## src/mic_pkg.sv

```systemverilog
// Purpose: Constants and carriers for the magnetometer interrupt controller
// Assumes: 8-bit register space, one 50 MHz clock
// Notes: Register offsets are byte addresses of the serial register map
package mic_pkg;
    // ==========================================================
    // Register offsets
    localparam logic [7:0] ADDR_RES_LSB = 8'h48;
    localparam logic [7:0] ADDR_STATUS = 8'h4a;
    localparam logic [7:0] ADDR_AXIS_EN = 8'h4d;
    localparam logic [7:0] ADDR_PIN_CFG = 8'h4e;
    localparam logic [7:0] ADDR_LOW = 8'h4f;
    localparam logic [7:0] ADDR_HIGH = 8'h50;
    // ==========================================================
    // Field positions
    localparam int STAT_OVF_BIT = 6;
    localparam int STAT_HIGH_LSB = 3;
    localparam int LATCH_BIT = 1;
    localparam int OVF_EN_BIT = 6;
    localparam int SAMPLE_PIN_EN_BIT = 7;
    localparam int INT_PIN_EN_BIT = 6;
    localparam int SAMPLE_POL_BIT = 2;
    localparam int INT_POL_BIT = 0;
    localparam int SAMPLE_FLAG_BIT = 0;
    localparam int THR_SHIFT = 4;
    // ==========================================================
    // Values after reset
    localparam logic [7:0] AXIS_EN_RST = 8'h3f;
    localparam logic [7:0] PIN_CFG_RST = 8'h05;
    localparam logic [7:0] LIMIT_RST = 8'h00;
    localparam logic LATCH_RST = 1'b1;
    localparam logic [6:0] FLAGS_RST = 7'h00;
    // ==========================================================
    // Saturation values on overflow
    localparam logic [12:0] SAT_XY = 13'h1000;
    localparam logic [14:0] SAT_Z = 15'h4000;
    // ==========================================================
    // Carriers
    typedef struct packed {
        logic [12:0] x;
        logic [12:0] y;
        logic [14:0] z;
        logic [13:0] r;
        logic [2:0] ovf;
    } mic_meas_s;
    typedef struct packed {
        logic level;
        logic oe_n;
    } mic_pin_s;
endpackage

```

## src/mic_irq_ctrl.sv

```systemverilog
// Purpose: Interrupt controller of a three-axis magnetic sensor
// Assumes: Serial protocol decoded outside into a byte register port
// Notes: Flags refresh on a stored measurement set; latched flags also clear on a status read
// ==========================================================
// Overview of operation
// - Four sources, each separately enabled
// - Enabled condition sets its status flag
// - General pin active only when pin-enabled
// - Threshold/overflow to general pin, ready separate
// - Six active-low axis enables, reset disabled
// - One overflow pin enable, active high
// - Sample pin driven only when pin-enabled
// - Flags update with new stored data
// - Ready flag in resistance low byte
// - Disabled axis interrupt cleared after next measurement
// - Ready never latches, clears after readout
// - Non-latched flags follow each new measurement
// - Latched flags held until status read
// - Latch-select bit, reset selects latched
// - Per-pin polarity bits, default active high
// - Enabled pins push-pull, disabled high impedance
// - Ready fires after full set stored
// - Low flag when value below limit times 16
// - X/Y saturation value never trips low
// - High flag when value above limit times 16
// - Overflowed axis saturates to most negative
// - Overflow flag when any axis overflowed
`timescale 1ns/1ps
module mic_irq_ctrl (
    input wire logic clock_i,
    input wire logic rst_n_i,
    input wire mic_pkg::mic_meas_s meas_i,
    input wire logic meas_valid_i,
    input wire logic readout_done_i,
    input wire logic [7:0] reg_addr_i,
    input wire logic reg_wr_i,
    input wire logic [7:0] reg_wdata_i,
    input wire logic reg_rd_i,
    output logic [7:0] reg_rdata_o,
    output logic [12:0] axis_x_value_o,
    output logic [12:0] axis_y_value_o,
    output logic [14:0] axis_z_value_o,
    output logic [13:0] plate_resistance_value_o,
    output mic_pkg::mic_pin_s int_pin_o,
    output mic_pkg::mic_pin_s new_sample_pin_o
);
    import mic_pkg::*;

    // ==========================================================
    // Threshold compare helpers
    function automatic logic [15:0] scale_limit(input logic [7:0] lim);
        scale_limit = {{4{lim[7]}}, lim, 4'h0};
    endfunction

    function automatic logic below(input logic [15:0] v, input logic [7:0] lim);
        below = $signed(v) < $signed(scale_limit(lim));
    endfunction

    function automatic logic above(input logic [15:0] v, input logic [7:0] lim);
        above = $signed(v) > $signed(scale_limit(lim));
    endfunction

    // ==========================================================
    // Configuration registers
    logic [7:0] axis_en_reg;
    logic [7:0] axis_en_next;
    logic [7:0] pin_cfg_reg;
    logic [7:0] pin_cfg_next;
    logic [7:0] low_reg;
    logic [7:0] low_next;
    logic [7:0] high_reg;
    logic [7:0] high_next;
    logic latch_reg;
    logic latch_next;

    always_comb begin
        axis_en_next = axis_en_reg;
        pin_cfg_next = pin_cfg_reg;
        low_next = low_reg;
        high_next = high_reg;
        latch_next = latch_reg;
        if (reg_wr_i) begin
            case (reg_addr_i)
                // axis enables in low six bits
                ADDR_AXIS_EN: axis_en_next = {1'b0, reg_wdata_i[6:0]};
                ADDR_PIN_CFG: pin_cfg_next = reg_wdata_i & 8'hc5;
                ADDR_LOW: low_next = reg_wdata_i;
                ADDR_HIGH: high_next = reg_wdata_i;
                ADDR_STATUS: latch_next = reg_wdata_i[LATCH_BIT];
                default: latch_next = latch_reg;
            endcase
        end
    end

    always_ff @(posedge clock_i or negedge rst_n_i) begin
        if (!rst_n_i) begin
            axis_en_reg <= AXIS_EN_RST;
            pin_cfg_reg <= PIN_CFG_RST;
            low_reg <= LIMIT_RST;
            high_reg <= LIMIT_RST;
            latch_reg <= LATCH_RST;
        end else begin
            axis_en_reg <= axis_en_next;
            pin_cfg_reg <= pin_cfg_next;
            low_reg <= low_next;
            high_reg <= high_next;
            latch_reg <= latch_next;
        end
    end

    // ==========================================================
    // Saturation and condition evaluation
    logic [12:0] x_sat;
    logic [12:0] y_sat;
    logic [14:0] z_sat;
    logic [15:0] ax_val [3];
    logic [2:0] low_cond;
    logic [2:0] high_cond;
    logic ovf_cond;

    // overflowed axis takes most negative value
    assign x_sat = meas_i.ovf[0] ? SAT_XY : meas_i.x;
    assign y_sat = meas_i.ovf[1] ? SAT_XY : meas_i.y;
    assign z_sat = meas_i.ovf[2] ? SAT_Z : meas_i.z;
    // sign extension keeps two's complement order
    assign ax_val[0] = {{3{x_sat[12]}}, x_sat};
    assign ax_val[1] = {{3{y_sat[12]}}, y_sat};
    assign ax_val[2] = {z_sat[14], z_sat};

    genvar g;
    generate
        for (g = 0; g < 3; g++) begin : g_axis
            logic sat_skip;
            // X/Y saturation excluded from low test
            assign sat_skip = (g < 2) && meas_i.ovf[g];
            // active-low enable, value below limit x16
            assign low_cond[g] = !axis_en_reg[g] && !sat_skip
                && below(ax_val[g], low_reg);
            // active-low enable, value above limit x16
            assign high_cond[g] = !axis_en_reg[g+3]
                && above(ax_val[g], high_reg);
        end
    endgenerate

    // any axis overflow raises the shared flag
    assign ovf_cond = |meas_i.ovf;

    // ==========================================================
    // Measurement data registers
    logic [12:0] x_reg;
    logic [12:0] x_next;
    logic [12:0] y_reg;
    logic [12:0] y_next;
    logic [14:0] z_reg;
    logic [14:0] z_next;
    logic [13:0] r_reg;
    logic [13:0] r_next;

    always_comb begin
        x_next = x_reg;
        y_next = y_reg;
        z_next = z_reg;
        r_next = r_reg;
        // whole set stored in one step
        if (meas_valid_i) begin
            x_next = x_sat;
            y_next = y_sat;
            z_next = z_sat;
            r_next = meas_i.r;
        end
    end

    always_ff @(posedge clock_i or negedge rst_n_i) begin
        if (!rst_n_i) begin
            x_reg <= '0;
            y_reg <= '0;
            z_reg <= '0;
            r_reg <= '0;
        end else begin
            x_reg <= x_next;
            y_reg <= y_next;
            z_reg <= z_next;
            r_reg <= r_next;
        end
    end

    assign axis_x_value_o = x_reg;
    assign axis_y_value_o = y_reg;
    assign axis_z_value_o = z_reg;
    assign plate_resistance_value_o = r_reg;

    // ==========================================================
    // Status flags
    logic [6:0] flags_reg;
    logic [6:0] flags_next;
    logic [6:0] cond;
    logic [6:0] keep_mask;
    logic stat_rd;
    logic sample_reg;
    logic sample_next;

    assign cond = {ovf_cond, high_cond, low_cond};
    // Disabled axes lose their flag on the next sample
    assign keep_mask = {1'b1, ~axis_en_reg[5:0]};
    assign stat_rd = reg_rd_i && (reg_addr_i == ADDR_STATUS);

    always_comb begin
        flags_next = flags_reg;
        if (latch_reg) begin
            if (stat_rd) begin
                flags_next = FLAGS_RST;
            end
            // a fresh condition wins over the clear
            if (meas_valid_i) begin
                flags_next = (flags_next & keep_mask) | cond;
            end
        end else if (meas_valid_i) begin
            flags_next = cond;
        end
    end

    always_comb begin
        sample_next = sample_reg;
        // cleared by end of readout, never latched
        if (readout_done_i) begin
            sample_next = 1'b0;
        end
        // new full set marks ready, set wins
        if (meas_valid_i) begin
            sample_next = 1'b1;
        end
    end

    always_ff @(posedge clock_i or negedge rst_n_i) begin
        if (!rst_n_i) begin
            flags_reg <= FLAGS_RST;
            sample_reg <= 1'b0;
        end else begin
            flags_reg <= flags_next;
            sample_reg <= sample_next;
        end
    end

    // ==========================================================
    // Interrupt pins
    logic int_active;
    mic_pin_s int_pin_reg;
    mic_pin_s int_pin_next;
    mic_pin_s sample_pin_reg;
    mic_pin_s sample_pin_next;

    // thresholds and gated overflow feed general pin
    // threshold flags feed it ungated, overflow only with its own enable
    assign int_active = (|flags_reg[5:0])
        || (flags_reg[STAT_OVF_BIT] && axis_en_reg[OVF_EN_BIT]);

    always_comb begin
        // driven only with pin enable set
        int_pin_next.oe_n = !pin_cfg_reg[INT_PIN_EN_BIT];
        // polarity bit one means active high
        int_pin_next.level = pin_cfg_reg[INT_PIN_EN_BIT]
            && (int_active == pin_cfg_reg[INT_POL_BIT]);
        // sample pin gated by its own enable
        sample_pin_next.oe_n = !pin_cfg_reg[SAMPLE_PIN_EN_BIT];
        // ready goes to its own pin
        sample_pin_next.level = pin_cfg_reg[SAMPLE_PIN_EN_BIT]
            && (sample_reg == pin_cfg_reg[SAMPLE_POL_BIT]);
    end

    always_ff @(posedge clock_i or negedge rst_n_i) begin
        if (!rst_n_i) begin
            int_pin_reg <= '{level: 1'b0, oe_n: 1'b1};
            sample_pin_reg <= '{level: 1'b0, oe_n: 1'b1};
        end else begin
            int_pin_reg <= int_pin_next;
            sample_pin_reg <= sample_pin_next;
        end
    end

    assign int_pin_o = int_pin_reg;
    assign new_sample_pin_o = sample_pin_reg;

    // ==========================================================
    // Register readback
    logic [7:0] rdata_reg;
    logic [7:0] rdata_next;

    always_comb begin
        rdata_next = rdata_reg;
        if (reg_rd_i) begin
            case (reg_addr_i)
                // ready flag beside resistance low bits
                ADDR_RES_LSB: rdata_next = {r_reg[5:0], 1'b0, sample_reg};
                ADDR_STATUS: rdata_next = {1'b0, flags_reg};
                ADDR_AXIS_EN: rdata_next = axis_en_reg;
                ADDR_PIN_CFG: rdata_next = pin_cfg_reg;
                ADDR_LOW: rdata_next = low_reg;
                ADDR_HIGH: rdata_next = high_reg;
                default: rdata_next = 8'h00;
            endcase
        end
    end

    always_ff @(posedge clock_i or negedge rst_n_i) begin
        if (!rst_n_i) begin
            rdata_reg <= 8'h00;
        end else begin
            rdata_reg <= rdata_next;
        end
    end

    assign reg_rdata_o = rdata_reg;
endmodule

```

## config.mk

```make
export PLATFORM = sky130hd
export DESIGN_NAME = mic_irq_ctrl
export DESIGN_NICKNAME = d
export VERILOG_FILES = /design/src/mic_pkg.sv /design/src/mic_irq_ctrl.sv
export SDC_FILE = /design/constraint.sdc
export NUM_CORES = 1
export LEC_CHECK = 0
export ABC_AREA = 1
export BUFFER_PORTS_ARGS = -buffer_cell sky130_fd_sc_hd__buf_2
export CORE_ASPECT_RATIO = 1.5
export CORE_MARGIN = 2
export CORE_UTILIZATION = 30
export DETAILED_ROUTE_END_ITERATION = 7
export PLACE_DENSITY = 0.52
export SLEW_MARGIN = 20
export SYNTH_ARGS = -nofsm -noshare
export SYNTH_HDL_FRONTEND = slang
export SYNTH_SLANG_ARGS = --single-unit
```

## constraint.sdc

```tcl
create_clock -name clock_i -period 1.9 [get_ports clock_i]
set_input_delay 0.19 -clock clock_i [delete_from_list [all_inputs] [get_ports clock_i]]
set_output_delay 0.19 -clock clock_i [all_outputs]
set_load 0.01 [all_outputs]
```

==> metrics.yaml <==
holdCritPathClass: "in -> reg"
drc: 0
synth_area_leaders: "dfrtp_1, nand2_1, ha_1, dfstp_2, inv_1"
multiInputGateArea_sq_um: 3124
clk_latency_ps: 360
vias: 5865
clk_pin_slew_ps: 80
synth_nets: 912
die_width_microns: 120.3
ys_ff_latch: 103
worstReg2RegEnd: "flags_reg[0]$_DFFE_PN0P_"
final_nets: 1093
rrSetupSlack_ps: 130
via_per_inst: 4.749
design_area_sq_um: 7801
ios: 147
yosysTopAreaCellShare_pct: 37.85
grt_setup_unrepaired: "false"
start_util_pct: 30.62
die_h_microns: 178.4
cts_root_buf: "clkbuf_16"
yosysUniqueCellTypes: 45
dr.first_iter.drc_count: 242
diodes: 0
tightestPinTransition_ps: 388.8
end_kind: "flop"
drtAntennaViolNets: 0
dieArea_sq_um: 21450
synth_edf_count: 0
dr.pass1.iters: 5
min_from: "meas_i[5]"
numClockSinks: 103
worst_setup_path_start_kind: "flop"
r2r_start: "low_reg[7]$_DFFE_PN0P_"
critPathArrivalTime_ps: 2030
core_area_sq_um: 19860
outcome: "complete, no violations"
yosysMostFrequentCell: "nand2_1"
ys.flop_type: "dfrtp_1"
antenna_found_initial: 0
routed_wirelength_mm: 21.05
largest_reg_flops: 15
min_period_ps: 1769
grt_pass1_vias: 5938
fillers: 2200
yosysTopAreaCell: "dfrtp_1"
power.leakage_uw: 0.004108
synth_area_sq_um: 6082
fin_ws_ps: 130.9
gp_congestion: 0.9239
cp.required_ps: 2160
hold_viol: 0
cts_made_buffers: 9
yosysSeqAreaShare_pct: 42.60
grt_max_degree: 61
clock_skew_ps: 9.006
critPathKind: "reg -> reg"
grt-ovfl-total: 0
cp_max_fo: 5
drt-wirelength-per-cell_microns: 17.04
dp.final_hpwl_mm: 16.52
finalSetupViolations: 0
cts_buffer_depth: 2
synthToLayoutAreaGrowth_pct: 28.27
max_freq_mhz: 565.2
cts_htree_levels: 3
finalMaxSlewViolations: 0
hold_path_end: "plate_resistance_value_o[2]$_DFFE_PN0P_"
synthArstFlopShare_pct: 100.0
synth_area_per_cell_sq_um: 7.709
drive_gt1_share_pct: 29.13
whs_ps: 18.98
rows: 63
slew_headroom_pct: 73.98
maxCapViolCount: 0
rr_worst_depth: 12
portBuffers: 146
ir_worst_vdd_uv: 362.2
grt_pass1_wl_mm: 32.21
regArea_sq_um: 2591
finalCritPeriodShare_pct: 93.11
synth_commonest_cells: "nand2_1, dfrtp_1, inv_1"
cts_tree: "built"
dp_slack_ps: -8.590
place_area_sq_um: 7363
synthCells: 789
hold_depth: 3
groute.usage.overall_pct: 20.09
p_per_area_nw_per_um2: 711.3
ys_warn_count: 0
[cell type report]
cell class                      instances  area share, %
Inverter                               91          4.427
Clock inverter                          6         0.9783
Clock buffer                           10          2.935
Timing Repair Buffer                  190          14.23
Sequential cell                       103          33.22
Tap cell                              260          4.170
Multi-Input combinational cell        575          40.05
[timing repair]
action | in CTS | in global routing
buffers inserted | 0 | 2
endpoints found under the hold margin | 93 | 0
hold buffers | 2 | 0
endpoints found under the setup margin | 0 | 5
gates resized for setup | 0 | 14
[how the worst max path moves through the flow]
stage,start,endpoint
final,low_reg[7]$_DFFE_PN0P_,flags_reg[0]$_DFFE_PN0P_
after global placement,meas_i[2],flags_reg[5]$_DFFE_PN0P_
after floorplan,meas_i[0],flags_reg[0]$_DFFE_PN0P_
after detailed placement,meas_i[2],flags_reg[5]$_DFFE_PN0P_
after CTS,high_reg[7]$_DFFE_PN0P_,flags_reg[5]$_DFFE_PN0P_
after global routing,low_reg[5]$_DFFE_PN0P_,flags_reg[1]$_DFFE_PN0P_
[metal layers]
metal	up-vias	wire (microns)	track usage (%)
li1	2916	-	-
met1	2747	8185	22.65
met2	152	11190	36.58
met3	50	745	2.813
met4	0	926	10.42
met5	-	0	0
[logic make-up after synthesis]
group           count (synthesis)  synth area share, %
buf+inv                       111                7.570
fa+ha+maj                      43                8.846
compound gates                122                12.16
simple gates                  410                28.82
flops                         103                42.60
[through the flow]
step / TNS [ps] / util (%) / total power (uW) / instances
floorplan: 0 / - / 3062 / 789
global placement: -29.84 / 37.07 / 3599 / 1215
detailed placement: -8.590 / 37.07 / 3601 / 1215
CTS: 0 / 38.71 / 5597 / 1233
global route: 0 / 39.27 / 5859 / 1235
finish: 0 / 39.27 / 5549 / 1235
[power by group]
group | total, uW | internal (uW) | switching, uW
logic | 1120 | 443 | 678
clock network | 1960 | 1050 | 919
registers | 2460 | 2350 | 116
total | 5550 | 3840 | 1710
[critical path: stages (launching register included)]
cell and delay [ps]:
dfrtp_1 370, inv_2 70, buf_4 170, ha_1 340, nand2_1 90, nor2_2 130
nand4_1 130, nand3_1 100, nand2_1 50, nand3_1 60, nand2_1 50, nand2_1 50
nand2_1 50
[layout by cell type, fill, tap and decap left out, drive strengths merged, types with 6 or more instances in the layout]
master  count
nand4       7
nand3      41
o22ai       6
nor2       51
a21oi      29
nand2     290
dfstp      11
buf       188
inv        92
clkbuf     10
nor3       12
dfrtp      92
o21ai      69
ha         43
Note: power is estimated with default switching activity, not from simulation.
